## src/hw/return_rotate_pkg.sv

```systemverilog
package return_rotate_pkg;

    localparam int DATA_W = 8;
    localparam int PC_W = 15;
    localparam int FADDR_W = 7;

    // Position of the global interrupt enable bit in the interrupt control register.
    localparam int GLOBAL_INTERRUPT_ENABLE_BIT = 7;

    // Instruction cycles taken by each group of operations.
    localparam int RET_CYCLES = 2;
    localparam int ROT_CYCLES = 1;

    // Reset values of the registered outputs.
    localparam logic [DATA_W-1:0] DATA_RST = 8'h00;
    localparam logic [PC_W-1:0] PC_RST = 15'h0000;
    localparam logic [FADDR_W-1:0] FADDR_RST = 7'h00;

    // Destination select of the rotate operations.
    localparam logic DEST_WREG = 1'b0;
    localparam logic DEST_FILE = 1'b1;

    // Operation handed over by the fetch and decode logic.
    typedef enum logic [2:0] {
        OP_SOFT_RESET = 3'h0,
        OP_RETURN_FROM_INTERRUPT = 3'h1,
        OP_RETURN = 3'h2,
        OP_RETURN_WITH_LITERAL = 3'h3,
        OP_ROTATE_LEFT = 3'h4,
        OP_ROTATE_RIGHT = 3'h5
    } op_t;

    typedef enum logic [1:0] {
        ST_IDLE = 2'b01,
        ST_SECOND = 2'b10
    } state_t;

endpackage

```

## src/hw/return_rotate_exec.sv

```systemverilog
`timescale 1ns/1ps
// Overview of operation
// - Software reset op pulses a full device reset and clears the soft reset flag.
// - Return from interrupt pops the stack and loads top of stack into PC; 2 cycles.
// - Return from interrupt also sets the global interrupt enable bit, bit 7.
// - Return pops the stack into PC, touches no flags, takes 2 cycles.
// - Return with literal writes the 8-bit literal to W and reloads PC; 2 cycles.
// - Rotate left: old carry into bit 0, old bit 7 to carry; 1 cycle.
// - Rotate right: old carry into bit 7, old bit 0 to carry.
// - Rotate file address 0 to 127; destination 0 writes W, 1 writes file.
module return_rotate_exec
(
    input wire logic CLK, // 25 MHz instruction clock
    input wire logic SYS_RST, // Synchronous reset, active high
    input wire logic OP_VALID, // Operation offered this cycle
    output logic OP_READY, // Operation can be taken this cycle
    input wire return_rotate_pkg::op_t OP_CODE, // Operation to execute
    input wire logic [return_rotate_pkg::DATA_W-1:0] OP_LITERAL, // Literal operand
    input wire logic [return_rotate_pkg::FADDR_W-1:0] OP_FILE_ADDR, // Rotate file address
    input wire logic OP_DEST, // Rotate destination select
    input wire logic [return_rotate_pkg::DATA_W-1:0] FILE_RDATA, // Addressed file register
    input wire logic CARRY_IN, // Current carry flag
    input wire logic [return_rotate_pkg::PC_W-1:0] TOP_OF_STACK, // Stack top value
    output logic STACK_POP, // Pop the hardware stack
    output logic PC_LOAD, // Load the program counter
    output logic [return_rotate_pkg::PC_W-1:0] PC_VALUE, // New program counter
    output logic W_WE, // Write the working register
    output logic [return_rotate_pkg::DATA_W-1:0] W_DATA, // Working register data
    output logic FILE_WE, // Write the file register
    output logic [return_rotate_pkg::FADDR_W-1:0] FILE_ADDR, // File register address
    output logic [return_rotate_pkg::DATA_W-1:0] FILE_WDATA, // File register data
    output logic CARRY_WE, // Write the carry flag
    output logic CARRY_OUT, // New carry flag
    output logic GLOBAL_INTERRUPT_ENABLE_SET, // Set the global interrupt enable bit
    output logic DEVICE_RESET, // Request a full device reset
    output logic SOFT_RESET_FLAG_N_CLR // Clear the soft reset flag
);
    import return_rotate_pkg::*;

    state_t state_r;
    state_t state_nxt;
    logic stack_pop_r;
    logic pc_load_r;
    logic [PC_W-1:0] pc_value_r;
    logic w_we_r;
    logic [DATA_W-1:0] w_data_r;
    logic file_we_r;
    logic [FADDR_W-1:0] file_addr_r;
    logic [DATA_W-1:0] file_wdata_r;
    logic carry_we_r;
    logic carry_out_r;
    logic int_enable_set_r;
    logic device_reset_r;
    logic flag_clr_r;

    wire take = OP_VALID && OP_READY;
    wire is_soft_reset = take && (OP_CODE == OP_SOFT_RESET);
    wire is_reti = take && (OP_CODE == OP_RETURN_FROM_INTERRUPT);
    wire is_ret = take && (OP_CODE == OP_RETURN);
    wire is_lit_ret = take && (OP_CODE == OP_RETURN_WITH_LITERAL);
    wire is_rol = take && (OP_CODE == OP_ROTATE_LEFT);
    wire is_ror = take && (OP_CODE == OP_ROTATE_RIGHT);
    wire is_any_ret = is_reti || is_ret || is_lit_ret;
    wire is_rot = is_rol || is_ror;

    // Rotate results through carry.
    wire [DATA_W-1:0] rol_data = {FILE_RDATA[DATA_W-2:0], CARRY_IN};
    wire rol_carry = FILE_RDATA[DATA_W-1];
    wire [DATA_W-1:0] ror_data = {CARRY_IN, FILE_RDATA[DATA_W-1:1]};
    wire ror_carry = FILE_RDATA[0];
    wire [DATA_W-1:0] rot_data = is_rol ? rol_data : ror_data;
    wire rot_carry = is_rol ? rol_carry : ror_carry;

    // Returns occupy a second cycle in which no new operation is taken.
    assign OP_READY = (state_r == ST_IDLE);
    assign state_nxt = (is_any_ret) ? ST_SECOND : ST_IDLE;

    always_ff @(posedge CLK)
    begin
        if (SYS_RST)
        begin
            state_r <= ST_IDLE;
            stack_pop_r <= 1'b0;
            pc_load_r <= 1'b0;
            pc_value_r <= PC_RST;
            int_enable_set_r <= 1'b0;
            device_reset_r <= 1'b0;
            flag_clr_r <= 1'b0;
        end
        else
        begin
            state_r <= state_nxt;
            stack_pop_r <= is_any_ret;
            pc_load_r <= is_any_ret;
            if (is_any_ret)
            begin
                pc_value_r <= TOP_OF_STACK;
            end
            int_enable_set_r <= is_reti;
            device_reset_r <= is_soft_reset;
            flag_clr_r <= is_soft_reset;
        end
    end

    always_ff @(posedge CLK)
    begin
        if (SYS_RST)
        begin
            w_we_r <= 1'b0;
            w_data_r <= DATA_RST;
            file_we_r <= 1'b0;
            file_addr_r <= FADDR_RST;
            file_wdata_r <= DATA_RST;
            carry_we_r <= 1'b0;
            carry_out_r <= 1'b0;
        end
        else
        begin
            w_we_r <= is_lit_ret || (is_rot && OP_DEST == DEST_WREG);
            if (is_lit_ret)
            begin
                w_data_r <= OP_LITERAL;
            end
            else if (is_rot)
            begin
                w_data_r <= rot_data;
            end
            file_we_r <= is_rot && (OP_DEST == DEST_FILE);
            if (is_rot)
            begin
                file_addr_r <= OP_FILE_ADDR;
                file_wdata_r <= rot_data;
                carry_out_r <= rot_carry;
            end
            carry_we_r <= is_rot;
        end
    end

    assign STACK_POP = stack_pop_r;
    assign PC_LOAD = pc_load_r;
    assign PC_VALUE = pc_value_r;
    assign W_WE = w_we_r;
    assign W_DATA = w_data_r;
    assign FILE_WE = file_we_r;
    assign FILE_ADDR = file_addr_r;
    assign FILE_WDATA = file_wdata_r;
    assign CARRY_WE = carry_we_r;
    assign CARRY_OUT = carry_out_r;
    assign GLOBAL_INTERRUPT_ENABLE_SET = int_enable_set_r;
    assign DEVICE_RESET = device_reset_r;
    assign SOFT_RESET_FLAG_N_CLR = flag_clr_r;

    a_soft_reset_pulse: assert property (@(posedge CLK) disable iff (SYS_RST)
        OP_VALID && OP_READY && OP_CODE == OP_SOFT_RESET |=> DEVICE_RESET && SOFT_RESET_FLAG_N_CLR)
        else $error("Software reset did not raise reset and flag clear.");

    a_reti_two_cycles: assert property (@(posedge CLK) disable iff (SYS_RST)
        OP_VALID && OP_READY && OP_CODE == OP_RETURN_FROM_INTERRUPT
        |=> PC_LOAD && STACK_POP && !OP_READY ##1 OP_READY && !PC_LOAD)
        else $error("Return from interrupt did not take two cycles with one pop.");

    a_enable_set_cause: assert property (@(posedge CLK) disable iff (SYS_RST)
        GLOBAL_INTERRUPT_ENABLE_SET
        |-> PC_LOAD && $past(OP_CODE) == OP_RETURN_FROM_INTERRUPT)
        else $error("Interrupt enable set outside return from interrupt.");

    a_interrupt_enable_set: assert property (@(posedge CLK) disable iff (SYS_RST)
        OP_VALID && OP_READY && OP_CODE == OP_RETURN_FROM_INTERRUPT
        |=> GLOBAL_INTERRUPT_ENABLE_SET)
        else $error("Return from interrupt did not set the interrupt enable.");

    a_return_loads_top: assert property (@(posedge CLK) disable iff (SYS_RST)
        OP_VALID && OP_READY && OP_CODE == OP_RETURN
        |=> PC_VALUE == $past(TOP_OF_STACK) && !CARRY_WE && !W_WE
            && !GLOBAL_INTERRUPT_ENABLE_SET)
        else $error("Return loaded a wrong PC or touched flags.");

    a_literal_return: assert property (@(posedge CLK) disable iff (SYS_RST)
        OP_VALID && OP_READY && OP_CODE == OP_RETURN_WITH_LITERAL
        |=> W_WE && W_DATA == $past(OP_LITERAL) && PC_LOAD && !CARRY_WE)
        else $error("Return with literal gave a wrong working register value.");

    a_rotate_left: assert property (@(posedge CLK) disable iff (SYS_RST)
        OP_VALID && OP_READY && OP_CODE == OP_ROTATE_LEFT
        |=> CARRY_OUT == $past(FILE_RDATA[7]) && W_DATA[0] == $past(CARRY_IN)
            && W_DATA[7:1] == $past(FILE_RDATA[6:0]) && OP_READY)
        else $error("Rotate left result is wrong.");

    a_rotate_right: assert property (@(posedge CLK) disable iff (SYS_RST)
        OP_VALID && OP_READY && OP_CODE == OP_ROTATE_RIGHT
        |=> CARRY_OUT == $past(FILE_RDATA[0]) && FILE_WDATA[7] == $past(CARRY_IN)
            && FILE_WDATA[6:0] == $past(FILE_RDATA[7:1]))
        else $error("Rotate right result is wrong.");

    a_rotate_dest: assert property (@(posedge CLK) disable iff (SYS_RST)
        OP_VALID && OP_READY && (OP_CODE == OP_ROTATE_LEFT || OP_CODE == OP_ROTATE_RIGHT)
        |=> FILE_WE == $past(OP_DEST) && W_WE == !$past(OP_DEST)
            && FILE_ADDR == $past(OP_FILE_ADDR))
        else $error("Rotate result went to the wrong destination.");

    a_rotate_flags_only: assert property (@(posedge CLK) disable iff (SYS_RST)
        CARRY_WE |-> !PC_LOAD && (FILE_WE != W_WE))
        else $error("Rotate changed more than the carry and one destination.");

    // An offer held through the busy cycle of a return must leave no trace at that edge.
    a_busy_refuses: assert property (@(posedge CLK) disable iff (SYS_RST)
        !OP_READY |=> !STACK_POP && !PC_LOAD && !CARRY_WE && !W_WE && !DEVICE_RESET)
        else $error("An operation was taken in the busy cycle of a return.");

    a_pop_one_cycle: assert property (@(posedge CLK) disable iff (SYS_RST)
        STACK_POP |=> !STACK_POP)
        else $error("The stack was popped twice by one return.");

    a_return_pops: assert property (@(posedge CLK) disable iff (SYS_RST)
        OP_VALID && OP_READY && OP_CODE == OP_RETURN
        |=> STACK_POP && PC_LOAD && !OP_READY ##1 OP_READY)
        else $error("Return did not pop the stack over two cycles.");

    // The device reset request carries no other register write with it.
    a_soft_reset_quiet: assert property (@(posedge CLK) disable iff (SYS_RST)
        DEVICE_RESET |-> !PC_LOAD && !W_WE && !FILE_WE && !CARRY_WE)
        else $error("Software reset wrote a register besides requesting reset.");

endmodule // return_rotate_exec

```

## config.mk

```make
export PLATFORM = sky130hd
export DESIGN_NAME = return_rotate_exec
export DESIGN_NICKNAME = d
export VERILOG_FILES = /design/src/hw/return_rotate_pkg.sv /design/src/hw/return_rotate_exec.sv
export SDC_FILE = /design/constraint.sdc
export NUM_CORES = 1
export LEC_CHECK = 0
export ABC_AREA = 1
export BUFFER_PORTS_ARGS = -buffer_cell sky130_fd_sc_hd__buf_2
export CORE_MARGIN = 1
export CORE_UTILIZATION = 45
export CTS_BUF_LIST = sky130_fd_sc_hd__clkbuf_8
export CTS_CLUSTER_SIZE = 8
export DETAILED_ROUTE_END_ITERATION = 16
export PLACE_DENSITY = 0.9
export SYNTH_ARGS = -nofsm -noshare
export SYNTH_HDL_FRONTEND = slang
export SYNTH_SLANG_ARGS = --single-unit
export TNS_END_PERCENT = 10
```

## constraint.sdc

```tcl
create_clock -name CLK -period 2 [get_ports CLK]
set_clock_uncertainty 0.2 [all_clocks]
set_input_delay 0.4 -clock CLK [delete_from_list [all_inputs] [get_ports CLK]]
set_output_delay 0.4 -clock CLK [all_outputs]
set_load 0.02 [all_outputs]
```

# Word-level counts from Yosys, hierarchy flattened
# Cells that the tools add are included.
# W data, S select, Z words.
word_totals:
  out_inout_bits: 48
  in_bits: 46
  word_cells: 39
  regBits: 47
classes:
  n_eq_ne: 6
  n_reduce_logical: 15
  bitwise: 1
  muxes: 5
op_table:
  columns: ["op", "n"]
  rows:
  - ["$mux W8", 3]
  - ["$logic_and A1 B1 Y1", 9]
  - ["$eq A3 B2 Y1 const B", 2]
  - ["$eq A3 B3 Y1 const B", 2]
  - ["$logic_or A1 B1 Y1", 4]
  - ["$eq A3 B1 Y1 const B", 1]
  - ["$logic_not A3 Y1", 1]
  - ["$eq A2 B1 Y1 const B", 1]
  - ["$mux W2", 1]
  - ["$reduce_bool A2 Y1", 1]
  - ["$mux W1", 1]
  - ["$not A1 Y1", 1]

# Longest topological paths before layout
# Gate-level depths: netlist of the first run.
logic_depth:
  word_depth: 6
  ltp_mapped: 7
  ltp_nobuf: 6

# Worst setup path after synthesis of the first run
# Ideal clock, no wire load.
synth_path:
  path_type: "register to register"
  startpoint: "register state_r[1]"
  endpoint: "register w_data_r[4] (netlist: W_DATA[4])"
  t_arrival_ps: 1393
  path_slack_ps: 287
  path_stages_with_launch: 6
  required_time_ps: 1680
  cell_sequence: "dfxtp_1 nor2_1 nand4_2 clkbuf_1 a21oi_1 a21oi_1"
synth_between:
  elab_chain_cells: 6
  word_cells_on_any_way: 10
synth_lines:
  columns: ["item", "line_no", "rtl"]
  rows:
  - ["from (decl)", "return_rotate_exec.sv:40", "state_t state_r;"]
  - ["from (signal assigned)", "return_rotate_exec.sv:92", "state_r <= state_nxt;"]
  - ["$eq A2 B1 Y1 *", "return_rotate_exec.sv:75", "assign OP_READY = (state_r == ST_IDLE);"]
  - ["net OP_READY", "return_rotate_exec.sv:16", "output logic OP_READY,"]
  - ["$logic_and A1 B1 Y1 *", "return_rotate_exec.sv:56", "wire take = OP_VALID && OP_READY;"]
  - ["$logic_and A1 B1 Y1", "return_rotate_exec.sv:61", "wire is_rol = take && (OP_CODE == OP_ROTATE_LEFT);"]
  - ["$mux W8", "return_rotate_exec.sv:71", "wire [DATA_W-1:0] rot_data = is_rol ? rol_data : ror_data;"]
  - ["$mux W8", "return_rotate_exec.sv:124", "else if (is_rot)"]
  - ["$mux W8", "return_rotate_exec.sv:120", "if (is_lit_ret)"]
  - ["to (signal assigned)", "return_rotate_exec.sv:126", "w_data_r <= rot_data;"]
  - ["to (decl)", "return_rotate_exec.sv:46", "logic [DATA_W-1:0] w_data_r;"]
# Mark *: on every way through the listed nets, which the timed path passes. The rest lies on a longest branch. The select of a mux whose other input is x is not followed.
# A chain may end at the register's enable or synchronous reset.

# Worst setup path in the final report of the first run
layout_path:
  startpoint: "register state_r[0]"
  endpoint: "output port OP_READY"
layout_between:
  elab_chain_cells: 1
layout_lines:
  columns: ["item", "line_no"]
  rows:
  - ["$eq A2 B1 Y1", "return_rotate_exec.sv:75"]
  - ["to (decl)", "return_rotate_exec.sv:16"]
# No other way between the ends.

==> results of run 1 <==
==> cell families (layout without fill, tap and decap cells) <==
family / after synthesis / count (layout) / synth area share [%]
AOI/OAI and AO/OA: 58 / 58 / 16.5
and+or+nand+nor: 95 / 95 / 24.0
DFF: 46 / 46 / 52.1
buffers and inverters: 30 / 125 / 7.43
==> state kept, by name, summed over array words and instances, names as in the netlist <==
name,cells
CARRY_WE,1
FILE_ADDR,7
GLOBAL_INTERRUPT_ENABLE_SET,1
SOFT_RESET_FLAG_N_CLR,1
FILE_WE,1
W_DATA,8
FILE_WDATA,8
CARRY_OUT,1
PC_VALUE,15
state_r,2
W_WE,1
==> worst reg2reg max path: stages, from the launching register on <==
cell and delay, ns:
dfxtp_1 0.34, inv_1 0.09, nand4_1 0.10, nor2_2 0.37, buf_4 0.24, nor2_1 0.04
nor2_1 0.12
==> how the worst max path moves through the flow <==
| stage | depth (start not counted) | endpoint | startpoint |
|---|---|---|---|
| final | 3 | OP_READY | state_r[0] |
| after global routing | 3 | OP_READY | state_r[0] |
| after floorplan | 5 | W_DATA[4] | state_r[1] |
| after CTS | 3 | OP_READY | state_r[0] |
| after detailed placement | 6 | FILE_ADDR[1] | OP_CODE[2] |
| after global placement | 5 | W_DATA[3] | OP_CODE[2] |
==> cell usage after synthesis, drive strengths merged (2+ instances only) <==
library cell   n  area share (%)
nor3           2            0.57
nand4          2             1.1
nor2          22             5.2
nand3         24             7.1
buf            7             2.5
nand2         43             9.3
dfxtp         46              52
clkbuf         6             1.3
inv           16             3.4
a21oi         41              12
o21ai         16             4.5
==> where the power goes <==
group	leakage [uW]	switching, uW	internal, uW	total (uW)
logic	0.000729	181	108	289
registers	0.000375	21.5	958	979
clock network	0.0000556	299	368	666
total	0.00116	501	1430	1930
==> stage by stage <==
stage | setup WS (ns) | cell area, sq um
6_report | 0.335 | 2390
4_1_cts | 0.327 | 2390
2_1_floorplan | 0.287 | 1770
3_5_place_dp | 0.308 | 2280
5_1_grt | 0.240 | 2390
3_3_place_gp | 0.371 | 2280
==> area by class of cell <==
| cell class | instances | area (sq um) |
|---|---|---|
| Fill cell | 376 | 1330 |
| Sequential cell | 46 | 921 |
| Multi-Input combinational cell | 153 | 716 |
| Timing Repair Buffer | 100 | 518 |
| Clock buffer | 5 | 68.8 |
| Inverter | 17 | 63.8 |
| Tap cell | 48 | 60.1 |
| Clock inverter | 3 | 41.3 |
==> layer usage <==
metal	vias up	share of wire, %	global-route usage (%)
li1	947	-	-
met1	874	44	28.9
met2	72	49	37.0
met3	12	4.6	4.23
met4	0	2.4	10.3
met5	-	0	0
==> impl_metrics.toml, run 1 <==
[run_status]
outcome = "finished, final reports clean"

[global_route]
grt_pass1_vias = 1697
track_usage_pct = 22.7
overflow = 0
grt_start_max_net_pins = 26
antenna_found_initial = 0
grt_first_pass_wirelength_microns = 7400

[power]
power.density_nw_per_um2 = 810
peakVddDrop_v = 0.000454
power_uw = 1930
p_leak_uw = 0.00116

[logic_synthesis]
synth_edf_count = 0
syn_area_sq_um = 1770
avgSynthCellArea_sq_um = 7.72
yosysWarnings = 0
yosysSeqAreaShare_pct = 52.1
synth_fp_nets = 275
synthDistinctLibCells = 21
async_reset_ff_share_pct = 0
ys.flop_type = "dfxtp_1"
syn_inst = 229
synth_seq_cells = 46

[place]
dp.cells = 364
gp_congestion = 0.797
portBuffers = 93
dp_hpwl_microns = 3420

[die]
start_util_pct = 47.6
std_cell_rows = 22
die_area_sq_um = 4180
ioPinCount = 94
die_x_microns = 64.7
die_h_microns = 64.7
core-area_sq_um = 3720

[critical_path]
cpPeakStageDelay_ns = 0.38
critPathArrivalTime_ns = 1.06
critPathSlowestCell = "dfxtp_1"
critical_path.top_delay_family = "flip-flops"
critical_path_class = "register to primary output"
cp-end-kind = "primary output"
cp.required_ns = 1.40
reg2reg_depth = 6
critical_path.max_fanout = 3
worstReg2RegEnd = "FILE_ADDR[1]"
worst-r2r-setup-slack_ns = 0.43
setup.worst_path.start_class = "register"
crit_chain = "inv_1, nor2_1, buf_2"
crit_buf_inv = 2
reg2reg_from = "state_r[1]"

[clocking]
htreeDepth = 2
clk_pin_slew_ns = 0.08
cts_tree = "yes"
hold_buffers = 0
clk_path_buf_depth = 2
cts_sinks = 46
clockRootBuffer = "clkbuf_8"
cts_setup_buffers = 0
insertion_delay_ns = 0.29
ctsResizeCount = 0
numCtsBuffers = 5

[routing]
via_count = 1905
via_per_inst = 5.12
routedWlPerCell_microns = 12.5
ant_nets = 0
drt_iter0_drc = 111
drt-total-wl_microns = 4670
first_pass_iters = 4
drc = 0

[finish]
finalNetCount = 369
mostFrequentLayoutCells = "buf_2 (93), dfxtp_1 (46), nand2_1 (42)"
final_core_util_pct = 64.3
n_antenna_cell = 0
layout_commonest_cell = "buf_2"
drive_gt1_share_pct = 35.2
stdcell_count = 372
syn2layout_area_growth_pct = 35.1

[timing]
worst_pin_slew_ns = 0.449
setup_viol = 0
slew_viol_final = 0
setup_tns_ns = 0
fin_hold_ws_ns = 0.143
slew_headroom_pct = 70.0
hold_violations = 0
rsz0062_at_grt = "false"
max_freq_ghz = 0.601
fin_crit_sh_pct = 83.2
fin_crit_ns = 1.66

[worst_hold_path]
hold_path_class = "primary input to register"
hold_depth = 2
holdCritStartpoint = "OP_CODE[1]"
worstHoldEndpoint = "GLOBAL_INTERRUPT_ENABLE_SET"

[job]
cap_violations = 0
Power figures use the tool's default switching activity.
==> run 2: changes to the inputs <==
Settings changed: CORE_UTILIZATION 45 to 41, PLACE_DENSITY 0.9 to 0.87.
Clock period 2 ns to 1.45 ns, I/O delays scaled along.
==> impl_metrics.toml, run 2 (same netlist as run 1, synthesis figures left out) <==
[run_status]
outcome = "finished, final reports clean"

[power]
power.density_nw_per_um2 = 1080
power_frac_clock_pct = 34.5
power.internal_uw = 2050
power_frac_comb_pct = 16.5
p_sw_uw = 713
p_leak_uw = 0.00121
peakVddDrop_v = 0.000662
sw_frac_of_total_pct = 25.8
seqPwrFrac_pct = 48.9

[finish]
mostFrequentLayoutCells = "buf_2 (92), dfxtp_1 (44), nand2_1 (42)"
drive_gt1_share_pct = 41.5
n_antenna_cell = 0
fillers = 355
finalNetCount = 374
stdcell_count = 378
multiInputGateArea_sq_um = 800
largest_register_ff_count = 15
ff_latch_area_sq_um = 926
final_cell_area_sq_um = 2570
syn2layout_area_growth_pct = 45.2
layout_commonest_cell = "buf_2"

[die]
std_cell_rows = 23
ioPinCount = 94
die_h_microns = 67.7
die_x_microns = 67.7
die_area_sq_um = 4580
core-area_sq_um = 4060
start_util_pct = 43.6

[critical_path]
setup.worst_path.start_class = "register"
critical_path.max_fanout = 3
cp.required_ns = 0.96
critPathArrivalTime_ns = 0.93
critical_path_class = "register to primary output"
crit_chain = "inv_4, nor2_4, buf_6"
critPathSlowestCell = "dfxtp_4"
critical_path.top_delay_family = "flip-flops"
cpPeakStageDelay_ns = 0.38
cp-end-kind = "primary output"
crit_buf_inv = 2

[timing]
fin_crit_ns = 1.42
worst_slack_ns = 0.0253
slew_headroom_pct = 70.4
fin_crit_sh_pct = 98.3
slew_viol_final = 0
max_freq_ghz = 0.702
hold_violations = 0
setup_viol = 0
worst_pin_slew_ns = 0.444
rsz0062_at_grt = "true"

[routing]
routedWlPerCell_microns = 13.8
via_per_inst = 5.12
first_pass_iters = 4
drt_iter0_drc = 107
ant_nets = 0
drt-total-wl_microns = 5200
drc = 0
via_count = 1934

[global_route]
track_usage_pct = 23.3
antenna_found_initial = 0
overflow = 0
grt_start_max_net_pins = 26
grt_pass1_vias = 1798
grt_first_pass_wirelength_microns = 7840

[clocking]
cts_sinks = 46
clk_path_buf_depth = 2
htreeDepth = 2
insertion_delay_ns = 0.29
cts_tree = "yes"
clockRootBuffer = "clkbuf_8"
clk_pin_slew_ns = 0.08
numCtsBuffers = 5

[place]
gp_congestion = 0.849
dp_hpwl_microns = 3700
post-place-ws_ns = -0.0385
dp.cells = 370
portBuffers = 93
dpl_cell_area_sq_um = 2390

[worst_hold_path]
hold_path_class = "primary input to register"

[job]
cap_violations = 0
-- run 2: cell types whose count changed in the layout (fill, tap and decap cells not counted), sizes merged --
| cell | delta |
|---|---|
| buf | +5 |
| clkbuf | +1 |
| clkinvlp | -1 |
| inv | -1 |
-- run 2: what timing repair did --
action / 4_1_cts / 5_1_grt
setup buffers: 1 / 0
gates resized for setup: 6 / 18
setup endpoints to repair: 10 / 27
pin swaps: 1 / 4
gates cloned: 0 / 0
hold buffers: 0 / 0
-- run 2: layer usage --
| metal | vias to the layer above | global-route usage [%] | routed length (microns) |
|---|---|---|---|
| li1 | 951 | - | - |
| met1 | 878 | 27.1 | 1990 |
| met2 | 84 | 38.5 | 2670 |
| met3 | 21 | 4.90 | 321 |
| met4 | 0 | 14.4 | 218 |
| met5 | - | 0 | 0 |
-- run 2: final cells by class --
cell class	instances	area share, %
sequential	46	36.1
clock buffer	6	3.22
multi-input combinational	153	31.2
inverter	17	2.58
timing repair buffer	105	23.4
clock inverter	1	1.17
tap	50	2.44
-- run 2: through the flow --
step                      power, uW  TNS (ns)  utilization (%)  hold slack [ns]
after global placement         1800         0             58.8            0.245
after global routing           2870   -0.0736             63.2           0.0504
final                          2770         0             63.2           0.0319
after detailed placement       1810    -0.429             58.8            0.250
after CTS                      2760         0             62.2           0.0284
after floorplan                1620         0                -            0.167
-- run 2: worst register-to-register path, stage by stage, from the launching register on --
cell and delay, ns:
dfxtp_4 0.38, inv_4 0.04, nor2_4 0.10, buf_4 0.12, nand4_4 0.07, buf_12 0.18
a21oi_2 0.14, a21oi_1 0.07
-- run 2: worst paths after layout --
kind,start,end,slack [ns],depth (start not counted)
max reg2reg,state_r[0],W_DATA[2],0.04,7
min reg2reg,PC_VALUE[7],PC_VALUE[7],0.26,2
max,state_r[0],OP_READY,0.03,3
min,OP_FILE_ADDR[2],FILE_ADDR[2],0.03,3
-- run 2: power by group through the flow --
stage | sequential (uW) | clock [uW] | combinational [uW]
after floorplan | 1450 | 0 | 172
after detailed placement | 1380 | 0 | 432
after global routing | 1360 | 1010 | 497
after CTS | 1350 | 964 | 444
final | 1350 | 956 | 457
after global placement | 1380 | 0 | 423
